[src/core/gpib_defs.svh]
// Constants for the GPIB remote/local state logic: offsets, fields, codes.
// Assumes inclusion by bare name from files under core/.
//
// Functional notes
// - Remote is entered only when addressed to listen while remote enable is asserted.
// - In remote only the return key and the output disable key work; local without lockout restores the panel.
// - Own talk address makes the device talker; untalk, own listen address or clear idles it.
// - Own listen address makes the device listener; unlisten, own talk address or clear idles it.
// - Service request stays until the poll byte is read or its cause is gone.
// - The return key, without lockout, leaves remote and restores the display.
// - Lockout disables every key but output disable until go-to-local or power-up.
// - Interface clear gives local, talker idle and listener idle, keeping settings and events.
// - Device clear empties buffers, cancels deferred commands and keeps settings.
// - Universal device clear acts whether or not the device is addressed.
// - Selective device clear acts only when the device is addressed.
// - Group execute trigger is an arm event for the trigger logic only when the device is addressed to listen.
// - The status byte, with bit 6 replaced by the live request, is returned on every serial poll, with or without a request.
// - Only the configured primary address 0 to 30 is answered; it resets to 15.
`ifndef GPIB_DEFS_SVH
`define GPIB_DEFS_SVH

`define ADDR_DEFAULT 5'h0f
`define ADDR_MAX 5'h1e
`define IFC_MIN_US 100

`define OFS_CONFIG 8'h00
`define OFS_STATE 8'h04
`define OFS_IRQ_STAT 8'h08
`define OFS_IRQ_MASK 8'h0c

`define KEY_RETURN 0
`define KEY_OUT_OFF 1

`define CMD_GTL 7'h01
`define CMD_SDC 7'h04
`define CMD_GET 7'h08
`define CMD_LLO 7'h11
`define CMD_DCL 7'h14
`define CMD_SPE 7'h18
`define CMD_SPD 7'h19
`define CMD_UNL 7'h3f
`define CMD_UNT 7'h5f
`define GRP_LISTEN 2'h1
`define GRP_TALK 2'h2

`define RSV_BIT 6

`endif

[src/core/gpib_pkg.sv]
// Types shared by the GPIB state logic and its decoder.
// Assumes nothing beyond a SystemVerilog compiler.
package gpib_pkg;

    typedef struct packed {
        logic mla;
        logic mta;
        logic ota;
        logic unl;
        logic unt;
        logic llo;
        logic gtl;
        logic dcl;
        logic sdc;
        logic get;
        logic spe;
        logic spd;
    } cmd_t;

    typedef struct packed {
        logic [7:0] dio_n;
        logic dav_n;
        logic nrfd_n;
        logic ndac_n;
        logic atn_n;
        logic ren_n;
        logic ifc_n;
    } bus_in_t;

    typedef enum logic [1:0] {
        AH_IDLE = 2'b00,
        AH_READY = 2'b01,
        AH_HOLD = 2'b10
    } ah_state_t;

    typedef enum logic [1:0] {
        SH_IDLE = 2'b00,
        SH_SETUP = 2'b01,
        SH_VALID = 2'b10,
        SH_DONE = 2'b11
    } sh_state_t;

endpackage : gpib_pkg

[src/core/bus_sync.sv]
// Two-stage synchroniser for a bundle of asynchronous bus pins.
// Assumes each bit is an independent level.
`timescale 1ns/1ns
`default_nettype none

module bus_sync #(
    parameter int W = 14
) (
    input wire logic sys_clk,
    input wire logic rst,
    input wire logic [W-1:0] d,
    output logic [W-1:0] q
);

    genvar i;
    generate
        for (i = 0; i < W; i++) begin : g_bit
            logic meta_reg;
            logic sync_reg;
            // Reset to the released (high) line level.
            always_ff @(posedge sys_clk or posedge rst) begin
                if (rst) begin
                    meta_reg <= 1'b1;
                    sync_reg <= 1'b1;
                end else begin
                    meta_reg <= d[i];
                    sync_reg <= meta_reg;
                end
            end
            assign q[i] = sync_reg;
        end
    endgenerate

endmodule : bus_sync

`default_nettype wire

[src/core/cmd_decode.sv]
// Decoder of one interface command byte, taken with attention asserted.
// Assumes the byte is already inverted to positive logic.
`timescale 1ns/1ns
`default_nettype none
`include "gpib_defs.svh"

module cmd_decode
    import gpib_pkg::*;
(
    input wire logic [6:0] cmd_byte,
    input wire logic [4:0] my_addr,
    output cmd_t cmd
);

    logic [1:0] grp;
    logic addr_hit;

    assign grp = cmd_byte[6:5];
    // Address 31 is the unlisten/untalk code, never a device address.
    assign addr_hit = (cmd_byte[4:0] == my_addr) && (cmd_byte[4:0] != 5'h1f);

    always_comb begin
        cmd = '0;
        cmd.mla = (grp == `GRP_LISTEN) && addr_hit;
        cmd.mta = (grp == `GRP_TALK) && addr_hit;
        cmd.ota = (grp == `GRP_TALK) && !addr_hit && (cmd_byte != `CMD_UNT);
        cmd.unl = (cmd_byte == `CMD_UNL);
        cmd.unt = (cmd_byte == `CMD_UNT);
        cmd.llo = (cmd_byte == `CMD_LLO);
        cmd.gtl = (cmd_byte == `CMD_GTL);
        cmd.dcl = (cmd_byte == `CMD_DCL);
        cmd.sdc = (cmd_byte == `CMD_SDC);
        cmd.get = (cmd_byte == `CMD_GET);
        cmd.spe = (cmd_byte == `CMD_SPE);
        cmd.spd = (cmd_byte == `CMD_SPD);
    end

endmodule : cmd_decode

`default_nettype wire

[src/core/gpib_state_logic.sv]
// GPIB remote/local, talker/listener, service request and serial poll logic.
// Assumes active-low pins, open-drain drivers built from the enables,
// and keys and service condition on sys_clk.
`timescale 1ns/1ns
`default_nettype none
`include "gpib_defs.svh"

module gpib_state_logic
    import gpib_pkg::*;
(
    input wire logic sys_clk,
    input wire logic rst,
    input wire logic [7:0] dio_n_in,
    input wire logic dav_n_in,
    input wire logic nrfd_n_in,
    input wire logic ndac_n_in,
    input wire logic atn_n_in,
    input wire logic ren_n_in,
    input wire logic ifc_n_in,
    output logic [7:0] dio_n_out,
    output logic [7:0] dio_oe_n,
    output logic dav_n_out,
    output logic dav_oe_n,
    output logic nrfd_n_out,
    output logic nrfd_oe_n,
    output logic ndac_n_out,
    output logic ndac_oe_n,
    output logic srq_n_out,
    output logic srq_oe_n,
    input wire logic [7:0] key_press,
    input wire logic service_cond,
    input wire logic [7:0] status_byte,
    output logic [7:0] key_accept,
    output logic display_restore,
    output logic device_clear,
    output logic trigger_arm,
    output logic host_control_lamp,
    output logic talk_lamp,
    output logic receiver_lamp,
    output logic srq_lamp,
    input wire logic [7:0] reg_addr,
    input wire logic [7:0] reg_wdata,
    input wire logic reg_wr,
    input wire logic reg_rd,
    output logic [7:0] reg_rdata,
    output logic irq
);

    bus_in_t bi;
    cmd_t cmd;

    bus_sync #(.W(14)) u_sync (
        .sys_clk(sys_clk),
        .rst(rst),
        .d({dio_n_in, dav_n_in, nrfd_n_in, ndac_n_in, atn_n_in, ren_n_in, ifc_n_in}),
        .q(bi)
    );

    logic [4:0] addr_reg;
    logic [4:0] addr_next;

    cmd_decode u_decode (
        .cmd_byte(~bi.dio_n[6:0]),
        .my_addr(addr_reg),
        .cmd(cmd)
    );

    // Protocol state.
    logic remote_reg, remote_next;
    logic lockout_reg, lockout_next;
    logic tacs_reg, tacs_next;
    logic lacs_reg, lacs_next;
    logic spms_reg, spms_next;
    logic srq_reg, srq_next;
    logic svc_prev_reg, svc_prev_next;
    logic ifc_prev_reg, ifc_prev_next;
    logic [7:0] key_accept_next;
    logic display_restore_next, device_clear_next, trigger_arm_next;

    // Handshake state.
    ah_state_t ah_reg, ah_next;
    sh_state_t sh_reg, sh_next;
    logic [7:0] poll_reg, poll_next;
    logic [7:0] dio_oe_n_next;
    logic dav_oe_n_next, nrfd_oe_n_next, ndac_oe_n_next;
    logic capture, poll_done, cmd_go, participate, talk_poll;

    // Register file state.
    logic [5:0] irq_stat_reg, irq_stat_next;
    logic [5:0] irq_mask_reg, irq_mask_next;
    logic [7:0] reg_rdata_next;
    logic irq_next;
    logic [5:0] irq_set;

    logic ifc_act, ren_act;
    assign ifc_act = !bi.ifc_n;
    assign ren_act = !bi.ren_n;
    assign cmd_go = capture && !bi.atn_n;

    // Acceptor and source handshakes.
    always_comb begin
        ah_next = ah_reg;
        sh_next = sh_reg;
        poll_next = poll_reg;
        capture = 1'b0;
        poll_done = 1'b0;
        // Commands are taken by every device; data only by a listener.
        participate = !bi.atn_n || lacs_reg;
        talk_poll = tacs_reg && spms_reg && bi.atn_n && !ifc_act;
        case (ah_reg)
            AH_IDLE: begin
                if (participate) begin
                    ah_next = AH_READY;
                end
            end
            AH_READY: begin
                if (!participate) begin
                    ah_next = AH_IDLE;
                end else if (!bi.dav_n) begin
                    capture = 1'b1;
                    ah_next = AH_HOLD;
                end
            end
            AH_HOLD: begin
                if (bi.dav_n) begin
                    ah_next = participate ? AH_READY : AH_IDLE;
                end
            end
            default: ah_next = AH_IDLE;
        endcase
        case (sh_reg)
            SH_IDLE: begin
                if (talk_poll) begin
                    // Service bit carries the live request.
                    poll_next = {status_byte[7], srq_reg, status_byte[5:0]};
                    sh_next = SH_SETUP;
                end
            end
            SH_SETUP: begin
                if (!talk_poll) begin
                    sh_next = SH_IDLE;
                end else if (bi.nrfd_n) begin
                    sh_next = SH_VALID;
                end
            end
            SH_VALID: begin
                if (!talk_poll) begin
                    sh_next = SH_IDLE;
                end else if (bi.ndac_n) begin
                    poll_done = 1'b1;
                    sh_next = SH_DONE;
                end
            end
            SH_DONE: begin
                if (!talk_poll) begin
                    sh_next = SH_IDLE;
                end
            end
            default: sh_next = SH_IDLE;
        endcase
        dio_oe_n_next = 8'hff;
        if (sh_next == SH_SETUP || sh_next == SH_VALID) begin
            dio_oe_n_next = ~poll_next;
        end
        dav_oe_n_next = !(sh_next == SH_VALID);
        nrfd_oe_n_next = !(ah_next == AH_HOLD);
        ndac_oe_n_next = !(ah_next == AH_READY);
    end

    always_ff @(posedge sys_clk or posedge rst) begin
        if (rst) begin
            ah_reg <= AH_IDLE;
            sh_reg <= SH_IDLE;
            poll_reg <= 8'h00;
            dio_oe_n <= 8'hff;
            dav_oe_n <= 1'b1;
            nrfd_oe_n <= 1'b1;
            ndac_oe_n <= 1'b1;
        end else begin
            ah_reg <= ah_next;
            sh_reg <= sh_next;
            poll_reg <= poll_next;
            dio_oe_n <= dio_oe_n_next;
            dav_oe_n <= dav_oe_n_next;
            nrfd_oe_n <= nrfd_oe_n_next;
            ndac_oe_n <= ndac_oe_n_next;
        end
    end

    // Remote/local, addressing, clears, trigger and service request.
    always_comb begin
        remote_next = remote_reg;
        lockout_next = lockout_reg;
        tacs_next = tacs_reg;
        lacs_next = lacs_reg;
        spms_next = spms_reg;
        display_restore_next = 1'b0;
        device_clear_next = 1'b0;
        trigger_arm_next = 1'b0;
        svc_prev_next = service_cond;
        ifc_prev_next = ifc_act;
        if (cmd_go) begin
            if (cmd.mla) begin
                lacs_next = 1'b1;
                tacs_next = 1'b0;
                if (ren_act) begin
                    remote_next = 1'b1;
                end
            end
            if (cmd.mta) begin
                tacs_next = 1'b1;
                lacs_next = 1'b0;
            end
            if (cmd.ota || cmd.unt) begin
                tacs_next = 1'b0;
            end
            if (cmd.unl) begin
                lacs_next = 1'b0;
            end
            if (cmd.llo && ren_act) begin
                lockout_next = 1'b1;
            end
            if (cmd.gtl && lacs_reg) begin
                remote_next = 1'b0;
                lockout_next = 1'b0;
            end
            device_clear_next = cmd.dcl || (cmd.sdc && lacs_reg);
            trigger_arm_next = cmd.get && lacs_reg;
            if (cmd.spe) begin
                spms_next = 1'b1;
            end
            if (cmd.spd) begin
                spms_next = 1'b0;
            end
        end
        // Remote enable released always returns to local.
        if (!ren_act) begin
            remote_next = 1'b0;
        end
        if (key_press[`KEY_RETURN] && remote_reg && !lockout_reg) begin
            remote_next = 1'b0;
            display_restore_next = 1'b1;
        end
        // Interface clear overrides remote, talker, listener and poll mode changes of the same cycle.
        if (ifc_act) begin
            remote_next = 1'b0;
            tacs_next = 1'b0;
            lacs_next = 1'b0;
            spms_next = 1'b0;
        end
        // A new cause wins over a simultaneous poll read.
        if (service_cond && !svc_prev_reg) begin
            srq_next = 1'b1;
        end else if (poll_done || !service_cond) begin
            srq_next = 1'b0;
        end else begin
            srq_next = srq_reg;
        end
        for (int i = 0; i < 8; i++) begin
            key_accept_next[i] = key_press[i] && !remote_reg && !lockout_reg;
        end
        key_accept_next[`KEY_OUT_OFF] = key_press[`KEY_OUT_OFF];
    end

    always_ff @(posedge sys_clk or posedge rst) begin
        if (rst) begin
            remote_reg <= 1'b0;
            lockout_reg <= 1'b0;
            tacs_reg <= 1'b0;
            lacs_reg <= 1'b0;
            spms_reg <= 1'b0;
            srq_reg <= 1'b0;
            svc_prev_reg <= 1'b0;
            ifc_prev_reg <= 1'b0;
            key_accept <= 8'h00;
            display_restore <= 1'b0;
            device_clear <= 1'b0;
            trigger_arm <= 1'b0;
        end else begin
            remote_reg <= remote_next;
            lockout_reg <= lockout_next;
            tacs_reg <= tacs_next;
            lacs_reg <= lacs_next;
            spms_reg <= spms_next;
            srq_reg <= srq_next;
            svc_prev_reg <= svc_prev_next;
            ifc_prev_reg <= ifc_prev_next;
            key_accept <= key_accept_next;
            display_restore <= display_restore_next;
            device_clear <= device_clear_next;
            trigger_arm <= trigger_arm_next;
        end
    end

    // Annunciators and open-drain lines come straight from flops.
    assign host_control_lamp = remote_reg;
    assign talk_lamp = tacs_reg;
    assign receiver_lamp = lacs_reg;
    assign srq_lamp = srq_reg;
    assign srq_oe_n = !srq_reg;
    assign dio_n_out = poll_reg & 8'h00;
    assign dav_n_out = !dav_oe_n & 1'b0;
    assign nrfd_n_out = dav_n_out;
    assign ndac_n_out = dav_n_out;
    assign srq_n_out = dav_n_out;

    // Registers: address, state view, sticky events, mask.
    always_comb begin
        irq_set = {poll_done,
                   lockout_next && !lockout_reg,
                   remote_next && !remote_reg,
                   trigger_arm_next,
                   device_clear_next,
                   ifc_act && !ifc_prev_reg};
        addr_next = addr_reg;
        irq_mask_next = irq_mask_reg;
        irq_stat_next = irq_stat_reg;
        if (reg_wr && reg_addr == `OFS_CONFIG && reg_wdata[4:0] <= `ADDR_MAX) begin
            addr_next = reg_wdata[4:0];
        end
        if (reg_wr && reg_addr == `OFS_IRQ_MASK) begin
            irq_mask_next = reg_wdata[5:0];
        end
        if (reg_wr && reg_addr == `OFS_IRQ_STAT) begin
            irq_stat_next = irq_stat_reg & ~reg_wdata[5:0];
        end
        irq_stat_next = irq_stat_next | irq_set;
        irq_next = |(irq_stat_next & irq_mask_next);
        reg_rdata_next = 8'h00;
        if (reg_rd) begin
            case (reg_addr)
                `OFS_CONFIG: reg_rdata_next = {3'h0, addr_reg};
                `OFS_STATE: reg_rdata_next = {2'h0, srq_reg, spms_reg, lacs_reg,
                                              tacs_reg, lockout_reg, remote_reg};
                `OFS_IRQ_STAT: reg_rdata_next = {2'h0, irq_stat_reg};
                `OFS_IRQ_MASK: reg_rdata_next = {2'h0, irq_mask_reg};
                default: reg_rdata_next = 8'h00;
            endcase
        end
    end

    always_ff @(posedge sys_clk or posedge rst) begin
        if (rst) begin
            addr_reg <= `ADDR_DEFAULT;
            irq_stat_reg <= 6'h00;
            irq_mask_reg <= 6'h00;
            reg_rdata <= 8'h00;
            irq <= 1'b0;
        end else begin
            addr_reg <= addr_next;
            irq_stat_reg <= irq_stat_next;
            irq_mask_reg <= irq_mask_next;
            reg_rdata <= reg_rdata_next;
            irq <= irq_next;
        end
    end

endmodule : gpib_state_logic

`default_nettype wire

[config.mk]
export PLATFORM = sky130hd
export DESIGN_NAME = gpib_state_logic
export DESIGN_NICKNAME = d
export VERILOG_FILES = /design/src/core/gpib_pkg.sv /design/src/core/bus_sync.sv /design/src/core/cmd_decode.sv /design/src/core/gpib_state_logic.sv
export VERILOG_INCLUDE_DIRS = /design/src /design/src/core
export SDC_FILE = /design/constraint.sdc
export NUM_CORES = 1
export LEC_CHECK = 0
export BUFFER_PORTS_ARGS = -buffer_cell sky130_fd_sc_hd__buf_2
export CAP_MARGIN = 20
export CORE_ASPECT_RATIO = 2
export CORE_MARGIN = 5
export CORE_UTILIZATION = 44
export CTS_CLUSTER_DIAMETER = 150
export DETAILED_ROUTE_END_ITERATION = 8
export HOLD_SLACK_MARGIN = 0.1
export PLACE_DENSITY = 0.71
export SLEW_MARGIN = 25
export SYNTH_ARGS = -nofsm -noshare
export SYNTH_HDL_FRONTEND = slang
export SYNTH_HIERARCHICAL = 1
export SYNTH_SLANG_ARGS = --single-unit
[constraint.sdc]
create_clock -name sys_clk -period 2.6 [get_ports sys_clk]
set_input_delay 0.26 -clock sys_clk [delete_from_list [all_inputs] [get_ports sys_clk]]
set_output_delay 0.26 -clock sys_clk [all_outputs]
set_load 0.02 [all_outputs]
==> results.md, run 1 <==
- For the pin with the worst max-slew slack, the measured transition is 0.877 ns.
- The cell count after placement is 480.
- The netlist area before placement is 0.00383 mm².
- The setup path with the least slack is of type flop to flop.
- A synthesized cell averages 12.4 µm².
- The maximum single-stage delay on the critical path is 0.52 ns.
- For this design the ratio of total power to cell area is 635 mW/mm².
- The area added between synthesis and finish is 23.7%.
- In the global route stage, met1 resource usage came out at 0.159.
- The tightest min-delay check is of the input pin to flop type.
- The number of levels the H-tree was split into is 3.
- The highest-delay cell along the critical path is or4b_1.
- STA puts the critical path data arrival time at 2.70 ns.
- The full die area is around 0.011 mm².
- Counting every sink on the clock net gives 92.
- Measured along the x axis, the die boundary spans 76.0 µm.
- IR analysis of the VDD net gives a maximum drop of 0.441 mV.
- The number of antenna violations at the first check in global routing is 0.
- The first global-routing pass estimated approximately 14000 µm of wire.
- The largest net degree at the start of global routing is 53.
- The starting utilization of the core area is 0.446.
- The later pin in the worst-skew pair is clocked with a latency of roughly 0.33 ns.
- The core region is about 0.0086 mm².
- In the final routed layout, each cell accounts on average for 15.8 µm.
- The detailed-routing iteration count for the pre-antenna-repair pass is 4.
- The TritonCTS clock tree is done.
- The final wirelength is between 8000 and 9000 µm.
- The met2 usage is 0.299.
- STA puts the critical path data required time at 2.80 ns.
- The count of final hold-check violations is 0.
- At the end of the flow the core is filled with cells to 0.552.
- The worst setup path is captured at a flop.
- Power comes to 3.01 mW.
- The total vias in the final route is 2596.
- The cell sitting at the root of the clock tree is a clkbuf_16.
- The net switching fraction of the power is 0.216.
- Setup total negative slack on the finished layout was measured at 0 ns.
- In the global route stage, met3 resource usage came out at 0.0400.
- The highest fanout seen on the critical path is 4.
- The worst setup skew after layout is between 0.009 and 0.01 ns.
- At the end of routability-driven placement, the weighted congestion stood at 0.867.
- The flow ran to the end, and the final reports show no timing, DRC or antenna violations.
- In this run the tool buffered the top-level ports with 80 buffer cells.
- In this run the remaining antenna-violating nets after routing total 0.
- In the final layout, the share of cells above drive strength 1 is 0.441.
- The global routing usage summed across all routing layers is 0.159.
- The overall overflow remaining after global route is 0.
- The tool flagged a number of max-cap violations equal to 0.
- The initial DRC count is 112.
- The net switching power is 0.649 mW.
- On the final layout, the worst hold slack is 0.143 ns.
- Headroom to the max-slew limit came out at 0.414.
- The clock period minus worst slack is 2.51 ns.
- The floorplan has 48 rows.
- After legalization and detailed placement, the total HPWL measured 6160 µm.
- The clock input transition at the sequential cells of the worst setup and hold paths is 0.06 ns.
- The I/O pin count is 99.
- The number of buffers and inverters on the critical path is 1.
- The number of failing setup endpoints in the final timing report is 0.
- The share of power burned in registers is 0.507.
- The power share of the clock group is 0.414.
- The detail-routed via count per cell is 5.06.
- The share of total power dissipated in combinational logic is 0.080.
- The number of design rule violations left after detail routing is 0.
- The worst setup path is launched from a flop.
- The Yosys warning count is 6.
- The gate count after technology mapping is a little over 300.
- Among cell families on the critical path, the largest total delay comes from simple AND/OR/NAND/NOR gates.
- The final-stage net count is between 400 and 500.
- Walking the worst path, the cells encountered are inv_1, or3_4, nor3_1, and2_1, nor4_1, a211o_1, a22o_1, or4b_1.
- The number of global-route vias before repair was ~2800.
- Measured along the y axis, the die boundary spans 142 µm.
- In this run the most used layer during global routing was met2.
- The clock passes through at most 2 buffers.
- Based on the critical path, the design can be clocked at up to about 0.4 GHz.
- Of the available clock period, the critical path in the final layout requires 0.964.
- The number of standard cells in the final layout excluding fillers is 513.
- The diode insertion count for antenna repair is 0.
- The leakage power summed over all cells is 2.24 nW.
- The TritonCTS buffer count is 9.
- The internal power consumption is 2.36 mW.
- The number of pins with negative max-slew slack in the final report is 0.
-- layout make-up --
cell class	count	area, µm²
Sequential cell	92	2350
Tap cell	100	125
Clock inverter	1	5.00
Clock buffer	15	289
Fill cell	738	3850
Multi-Input combinational cell	178	1230
Inverter	19	71.3
Timing Repair Buffer	108	663
-- layout by cell type, fill, tap and decap left out, drive strengths merged, types with 3 or more instances in the layout --
cell type    count
o21ai            5
mux2            21
nand3            5
inv             19
or4b             3
mux4             3
nand2b          14
clkbuf          15
buf             92
conb            14
nor2            22
dlygate4sd3     16
and2            10
nor3             8
nand3b           3
a21oi           10
and3             7
xnor2            5
dfstp           41
nor2b            3
dfrtp           51
nand2           11
o22a             3
-- stage by stage --
| stage | cell area, µm² | setup slack (ns) |
|---|---|---|
| after detailed placement | 4270 | -0.119 |
| after global routing | 4740 | -0.00625 |
| after CTS | 4720 | 0.0779 |
| final | 4740 | 0.0925 |
| after global placement | 4270 | -0.0760 |
| after floorplan | 3880 | 0.0333 |
-- metal layers --
metal	share of wire	up-vias
li1	-	1220
met1	0.35	1278
met2	0.57	77
met3	0.051	21
met4	0.031	0
met5	0	-
-- final timing paths --
path,endpoint,start,depth (start not counted),slack (ns)
max,irq,u_sync/g_bit[12].sync_reg,8,0.09
min,key_accept[4],key_press[4],2,0.14
max reg2reg,irq,u_sync/g_bit[12].sync_reg,8,0.09
min reg2reg,u_sync/g_bit[12].sync_reg,u_sync/g_bit[12].meta_reg,0,0.35
max in group asynchronous,u_sync/g_bit[7].meta_reg,rst,3,1.46
min in group asynchronous,ah_reg[1],rst,3,0.45
-- worst register-to-register path: cells and delay by family (launching register included) --
kind	cells	cell delay, ns
and+or+nand+nor	5	1.32
buffers and inverters	1	0.07
AOI/OAI and AO/OA	2	0.49
DFF	1	0.51
-- timing repair --
action / CTS / global route
endpoints found under the hold margin: 27 / 0
buffers inserted: 0 / 1
endpoints found under the setup margin: 0 / 1
resized for setup: 0 / 1
hold buffers: 16 / 0
-- power by group through the flow --
stage / sequential, mW / clock (mW) / combinational, mW
after CTS: 1.53 / 1.28 / 0.241
after global placement: 1.55 / 0 / 0.216
after floorplan: 1.55 / 0 / 0.154
after global routing: 1.53 / 1.34 / 0.266
after detailed placement: 1.55 / 0 / 0.222
final: 1.52 / 1.24 / 0.240
Power figures use the tool's default switching activity.
==> run 2, diff against run 1 <==
BUFFER_PORTS_ARGS = not set   (was -buffer_cell sky130_fd_sc_hd__buf_2)
DONT_BUFFER_PORTS = 1   (was not set)
PLACE_DENSITY = not set   (was 0.71)
==> results.md, run 2 (same netlist as run 1, synthesis figures left out) <==
- The kind of critical path is flop to flop.
- At the pin with the least slew margin, the transition time is 0.837 ns.
- The final-stage net count is ~400.
- The count of final hold-check violations is 0.
- The maximum buffer depth of the clock tree is 2.
- Timing analysis after detailed placement gives a worst setup slack of -0.00709 ns.
- The core occupancy in the finished layout is 0.532.
- In the global route stage, overall resource usage came out at 0.157.
- IR analysis of the VDD net gives a maximum drop of 0.444 mV.
- The die span in y is 142 µm.
- In this run the worst hold path is classified as input pin to flop.
- Leaving out fill and tap cells, the most frequent cell in the layout is dfrtp_1.
- The half-perimeter wire length after detailed placement is 5830 µm.
- Once routing completed, OpenROAD measured the worst setup slack at between 0.1 and 0.15 ns.
- The number of nets still failing antenna checks after routing is 0.
- The number of rows in the core area is 48.
- The number of sinks driven by the clock tree is approximately 90.
- For this configuration, the core starts out at a cell density of 0.446.
- The die is 76.0 µm wide.
- The number of antenna violations at the first check in global routing is 0.
- The final wirelength is 8130 µm.
- The number of buffers inserted to repair setup after CTS is 0.
- For the finished layout, the period the worst path requires is 2.46 ns.
- The diode insertion count for antenna repair is 0.
- The later-pin clock latency in the skew report is ~0.34 ns.
- In this run the worst path has a maximum fanout of 4.
- In the routed layout, each cell is associated on average with a via count of approximately 5.2.
- The overall overflow remaining after global route is 0.
- The cell count after placement is about 400.
- Hold timing on the final database bottoms out at a slack of 0.106 ns.
- The tool flagged a number of max-cap violations equal to 0.
- The number of levels the H-tree was split into is 3.
- The worst hold path was traced through 2 stages.
- In the final routed layout, each cell accounts on average for 17.8 µm.
- The launch instance of the worst min-delay path is reg_rd.
- Setup total negative slack on the finished layout was measured at 0 ns.
- The number of gates resized after cts is 0.
- The total power of the final layout is 3.10 mW.
- After detailed routing, the number of remaining DRC violations is 0.
- The number of cells on the worst reg-to-reg path is 8.
- The count of buffers added on input and output ports is 0.
- The detailed-routing iteration count for the pre-antenna-repair pass is 5.
- The post-route cell area is 0.00457 mm².
- After floorplanning, the core was sized to cover approximately 0.0086 mm².
- The endpoint identified for the worst register-to-register timing path is irq.
- The setup slack of the most critical reg-to-reg path is about 0.14 ns.
- The clock input transition at the sequential cells of the worst setup and hold paths is 0.06 ns.
- Setup repair after global routing left no endpoint under its margin.
- Leaving out fill and tap cells, the most frequent cells in the layout are 51 x dfrtp_1, 41 x dfstp_2, 38 x dlygate4sd3_1.
- The clock arrives with 0.00604 ns of skew.
- The highest attainable clock frequency is 0.406 GHz.
- The worst reg2reg path startpoint is u_sync/g_bit[12].sync_reg.
- In the final layout, the share of cells above drive strength 1 is 0.295.
- The power density relative to cell area is between 600 and 700 mW/mm².
- The floorplan step defined a die boundary enclosing roughly 0.011 mm².
- The path with the worst hold slack has its endpoint at reg_rdata[2].
- The run finished with clean final reports.
- The final route contains 2350 vias.
- The initial DRC count is 148.
- Setup violations remaining at the end of the flow were counted as 0.
- The I/O pin count is 99.
- The worst setup path is launched from a flop.
- The number of standard cells in the final layout excluding fillers is between 400 and 500.
- Headroom to the max-slew limit came out at 0.438.
- The area added between synthesis and finish is 19.3%.
- The arrival time at the worst endpoint is 2.68 ns.
- Buffers inserted during clock tree synthesis total 9.
- The placed standard-cell area is 0.00387 mm².
- Summed over all cells, the static leakage comes to approximately 2.0 nW.
- The number of pins with negative max-slew slack in the final report is 0.
- TritonCTS built the clock tree.
- The tree is rooted in a clkbuf_16.
- The number of global-route vias before repair is 2553.
- The first global-routing pass estimated 12900 µm of wire.
- STA classifies the critical path endpoint as a flop.
- The post-route fraction of the period consumed by the critical path is 0.947.
- The required time at the worst-slack endpoint is 2.81 ns.
- The largest net degree at the start of global routing is 67.
- The congestion estimate from routability-driven global placement came to 0.812.
## run 2: changes by cell type in the layout (fill, tap and decap cells not counted), sizes merged
cell,previous run,this run
dlygate4sd3,16,38
inv,19,18
clkbuf,15,9
clkinvlp,0,1
buf,92,13
bufinv,0,2
clkinv,1,5
## run 2: worst max-delay path by stage
stage	slack (ns)	cells past startpoint	from	end
3_5_place_dp	-0.007	5	reg_addr[5]	irq
5_1_grt	0.007	8	u_sync/g_bit[12].sync_reg	irq
2_1_floorplan	0.03	6	reg_addr[5]	irq
3_3_place_gp	0.003	5	reg_addr[5]	irq
6_report	0.14	8	u_sync/g_bit[12].sync_reg	irq
4_1_cts	0.13	8	u_sync/g_bit[12].sync_reg	irq
## run 2: cell type report
| type | instances | area, µm² |
|---|---|---|
| Fill cell | 732 | 4020 |
| Timing Repair Buffer | 51 | 478 |
| Clock inverter | 7 | 91.3 |
| Tap cell | 100 | 125 |
| Inverter | 19 | 71.3 |
| Clock buffer | 9 | 225 |
| Sequential cell | 92 | 2350 |
| Multi-Input combinational cell | 178 | 1220 |
## run 2: worst max-delay path: stages (launching register included)
cell	delay (ns)
dfstp_2	0.51
inv_1	0.05
or3_1	0.42
nor3_1	0.13
and2_1	0.16
nor4_1	0.07
a211o_1	0.25
a22o_1	0.24
or4b_1	0.51
## run 2: where the power goes
part	switching, mW	total (mW)	internal [mW]
Clock	0.529	1.37	0.837
Combinational	0.106	0.196	0.0905
Sequential	0.0422	1.54	1.50
Total	0.677	3.10	2.43
## run 2: layer usage
layer,up-vias,GRT usage,part of all wire
met2,86,0.291,0.57
met4,0,0.102,0.041
met5,-,0,0
met1,1143,0.144,0.33
met3,22,0.0464,0.065
li1,1099,-,-
## run 2: timing repair
item,in CTS,in global routing
hold endpoints to repair,79,0
setup endpoints to repair,0,0
hold buffers,38,0
==> run 3, diff against run 2 <==
CTS_CLUSTER_SIZE = 12   (was not set)
GPL_TIMING_DRIVEN = 0   (was not set)
SLEW_MARGIN = 5   (was 25)
==> results.md, run 3 (same netlist as run 1, synthesis figures left out) <==
- After clock tree synthesis, the clock-pin slew on the worst setup and hold paths is roughly 0.060 ns.
- 99 I/O pins were placed.
- In the final layout, the share of cells above drive strength 1 is 0.354.
- The share of total power dissipated in the clock network is 0.439.
- The path class of the tightest hold or removal check is input pin to flop.
- The detailed router finished its first iteration with 94 violations.
- The final wirelength is 8200 µm.
- Detailed placement finished with a half-perimeter wire length of about 6000 µm.
- The detail route stage leaves a number of antenna-violating nets equal to 0.
- The element type at the critical path end is a flop.
- After detailed routing, the number of remaining DRC violations is 0.
- Summing all non-filler instances in the final layout gives an area of 0.00479 mm².
- The transition time at the pin with the least slew margin is about 0.9 ns.
- Of the total power, registers draw 0.486.
- The required time at the worst-slack endpoint is 2.81 ns.
- The arrival time at the worst endpoint is 2.72 ns.
- The area of the core region is between 0.008 and 0.009 mm².
- The cell sitting at the root of the clock tree is a clkbuf_16.
- The library cell used most frequently in the layout, excluding fill and tap cells, is dfrtp_1.
- The starting utilization of the core area is 0.446.
- The kind of launch point of the worst setup path is a flop.
- In this run the cell area measured after placement is ~0.0040 mm².
- The worst max-slew margin expressed relative to the limit is 0.399.
- Excluding fillers, the count of instances in the completed layout stands at 478.
- The worst setup skew after layout is 0.00570 ns.
- The power density relative to cell area is around 660 mW/mm².
- The largest voltage drop on the vdd net is 0.444 mV.
- The wire length of the first global-routing pass is 13100 µm.
- The net switching power is approximately 0.67 mW.
- The number of placed instances, taps included, is between 400 and 500.
- Setup repair after global routing left no endpoint under its margin.
- After layout, the design draws a total of 3.16 mW.
- In this run the vertical extent of the chip is 142 µm.
- The final-stage net count is approximately 430.
- In this run the number of H-tree levels came out at 3.
- The number of rows in the core area is 48.
- The largest net degree at the start of global routing is 67.
- The later pin in the worst-skew pair is clocked with a latency of 0.34 ns.
- The detailed-routing iteration count for the pre-antenna-repair pass is 4.
- The setup total negative slack is 0 ns.
- The area added between synthesis and finish is 25.1%.
- For this design the static power due to leakage is 2.14 nW.
- The number of failing setup endpoints in the final timing report is 0.
- The number of maximum-capacitance violations is 0.
- Along the worst path, the maximum fanout reaches 4.
- The kind of critical path is flop to flop.
- The floorplan step set the die width to 76.0 µm.
- The port buffer count is 0.
- The maximum buffer depth of the clock tree is 2.
- The combinational fraction of design power is 0.074.
- In the routed layout, each cell is associated on average with a via count of 5.21.
- The total vias in the final route is between 2000 and 2500.
- Internal power comes to 2.50 mW.
- The number of pins with negative max-slew slack in the final report came to 0.
- The diode insertion count for antenna repair is 0.
- In the layout the commonest cells are 51 x dfrtp_1, 41 x dfstp_2, 37 x dlygate4sd3_1.
- After detailed routing, the average wire length per cell comes to 17.2 µm.
- The global routing usage summed across all routing layers is 0.154.
- The clock period minus worst slack is 2.51 ns.
- Of the total power, the share spent switching nets is 0.211.
- For this run the aggregate overflow at the end of global routing stands at 0.
- TritonCTS built the clock tree.
- The final weighted congestion in routability-driven placement is about 0.85.
- The run finished with clean final reports.
- The count of final hold-check violations is 0.
- Based on the critical path, the design can be clocked at up to 0.399 GHz.
- CTS saw 92 sinks.
- The full die area is between 0.01 and 0.015 mm².
- The number of global-route vias before repair came to 2625.
- In the finished design, the share of the clock period the worst path needs comes to 0.965.
- The number of antenna violations at the first check in global routing is 0.
- The TritonCTS buffer count is 9.
-- run 3: path summary, 6_finish.rpt --
check                                           from                   endpoint  slack [ns]  cells past startpoint
setup / recovery           u_sync/g_bit[11].sync_reg                        irq        0.09                      8
min in group asynchronous                        rst   u_sync/g_bit[5].sync_reg        0.43                      1
hold reg to reg            u_sync/g_bit[11].meta_reg  u_sync/g_bit[11].sync_reg        0.35                      0
hold / removal                                reg_wr                addr_reg[3]        0.16                      2
max in group asynchronous                        rst                poll_reg[1]        1.49                      2
setup reg to reg           u_sync/g_bit[11].sync_reg                        irq        0.09                      8
-- run 3: per-layer routing --
layer,track usage,wire length (µm),up-vias
met3,0.0438,454,17
met4,0.0704,272,0
met5,0,0,-
met2,0.299,4680,93
li1,-,-,1146
met1,0.145,2790,1234
-- run 3: worst max-delay path, stage by stage (launching register included) --
cell	delay, ns
dfstp_2	0.54
inv_4	0.04
or3_4	0.40
nor3_4	0.15
and2_4	0.17
nor4_4	0.05
a211o_1	0.30
a22o_1	0.23
or4b_1	0.50
-- run 3: area by class of cell --
type	count	area, µm²
repair buffers	43	415
clock buffers	13	293
inverters	19	81.3
fillers	737	3800
plain buffers	30	205
multi-input cells	178	1280
flip-flops and latches	92	2350
clock inverters	3	40.0
well taps	100	125
-- run 3: stage by stage --
stage | setup WS [ns] | hold WS [ns] | util
finish | 0.0916 | 0.160 | 0.558
floorplan | 0.0333 | 0.264 | -
global route | 0.00117 | 0.157 | 0.558
CTS | 0.0185 | 0.144 | 0.552
global placement | -0.132 | 0.265 | 0.466
detailed placement | -0.123 | 0.265 | 0.468
-- run 3: power by group through the flow --
stage / combinational, mW / clock [mW] / sequential [mW]
after floorplan: 0.154 / 0 / 1.55
after detailed placement: 0.186 / 0 / 1.56
after global routing: 0.258 / 1.48 / 1.54
final: 0.235 / 1.39 / 1.54
after global placement: 0.182 / 0 / 1.56
after CTS: 0.234 / 1.43 / 1.54
-- run 3: repair_timing --
item / CTS / global route
setup buffers: 1 / 4
hold endpoints to repair: 104 / 0
hold buffers: 37 / 0
setup endpoints to repair: 1 / 1
pin swaps: 0 / 7
resized for setup: 3 / 12
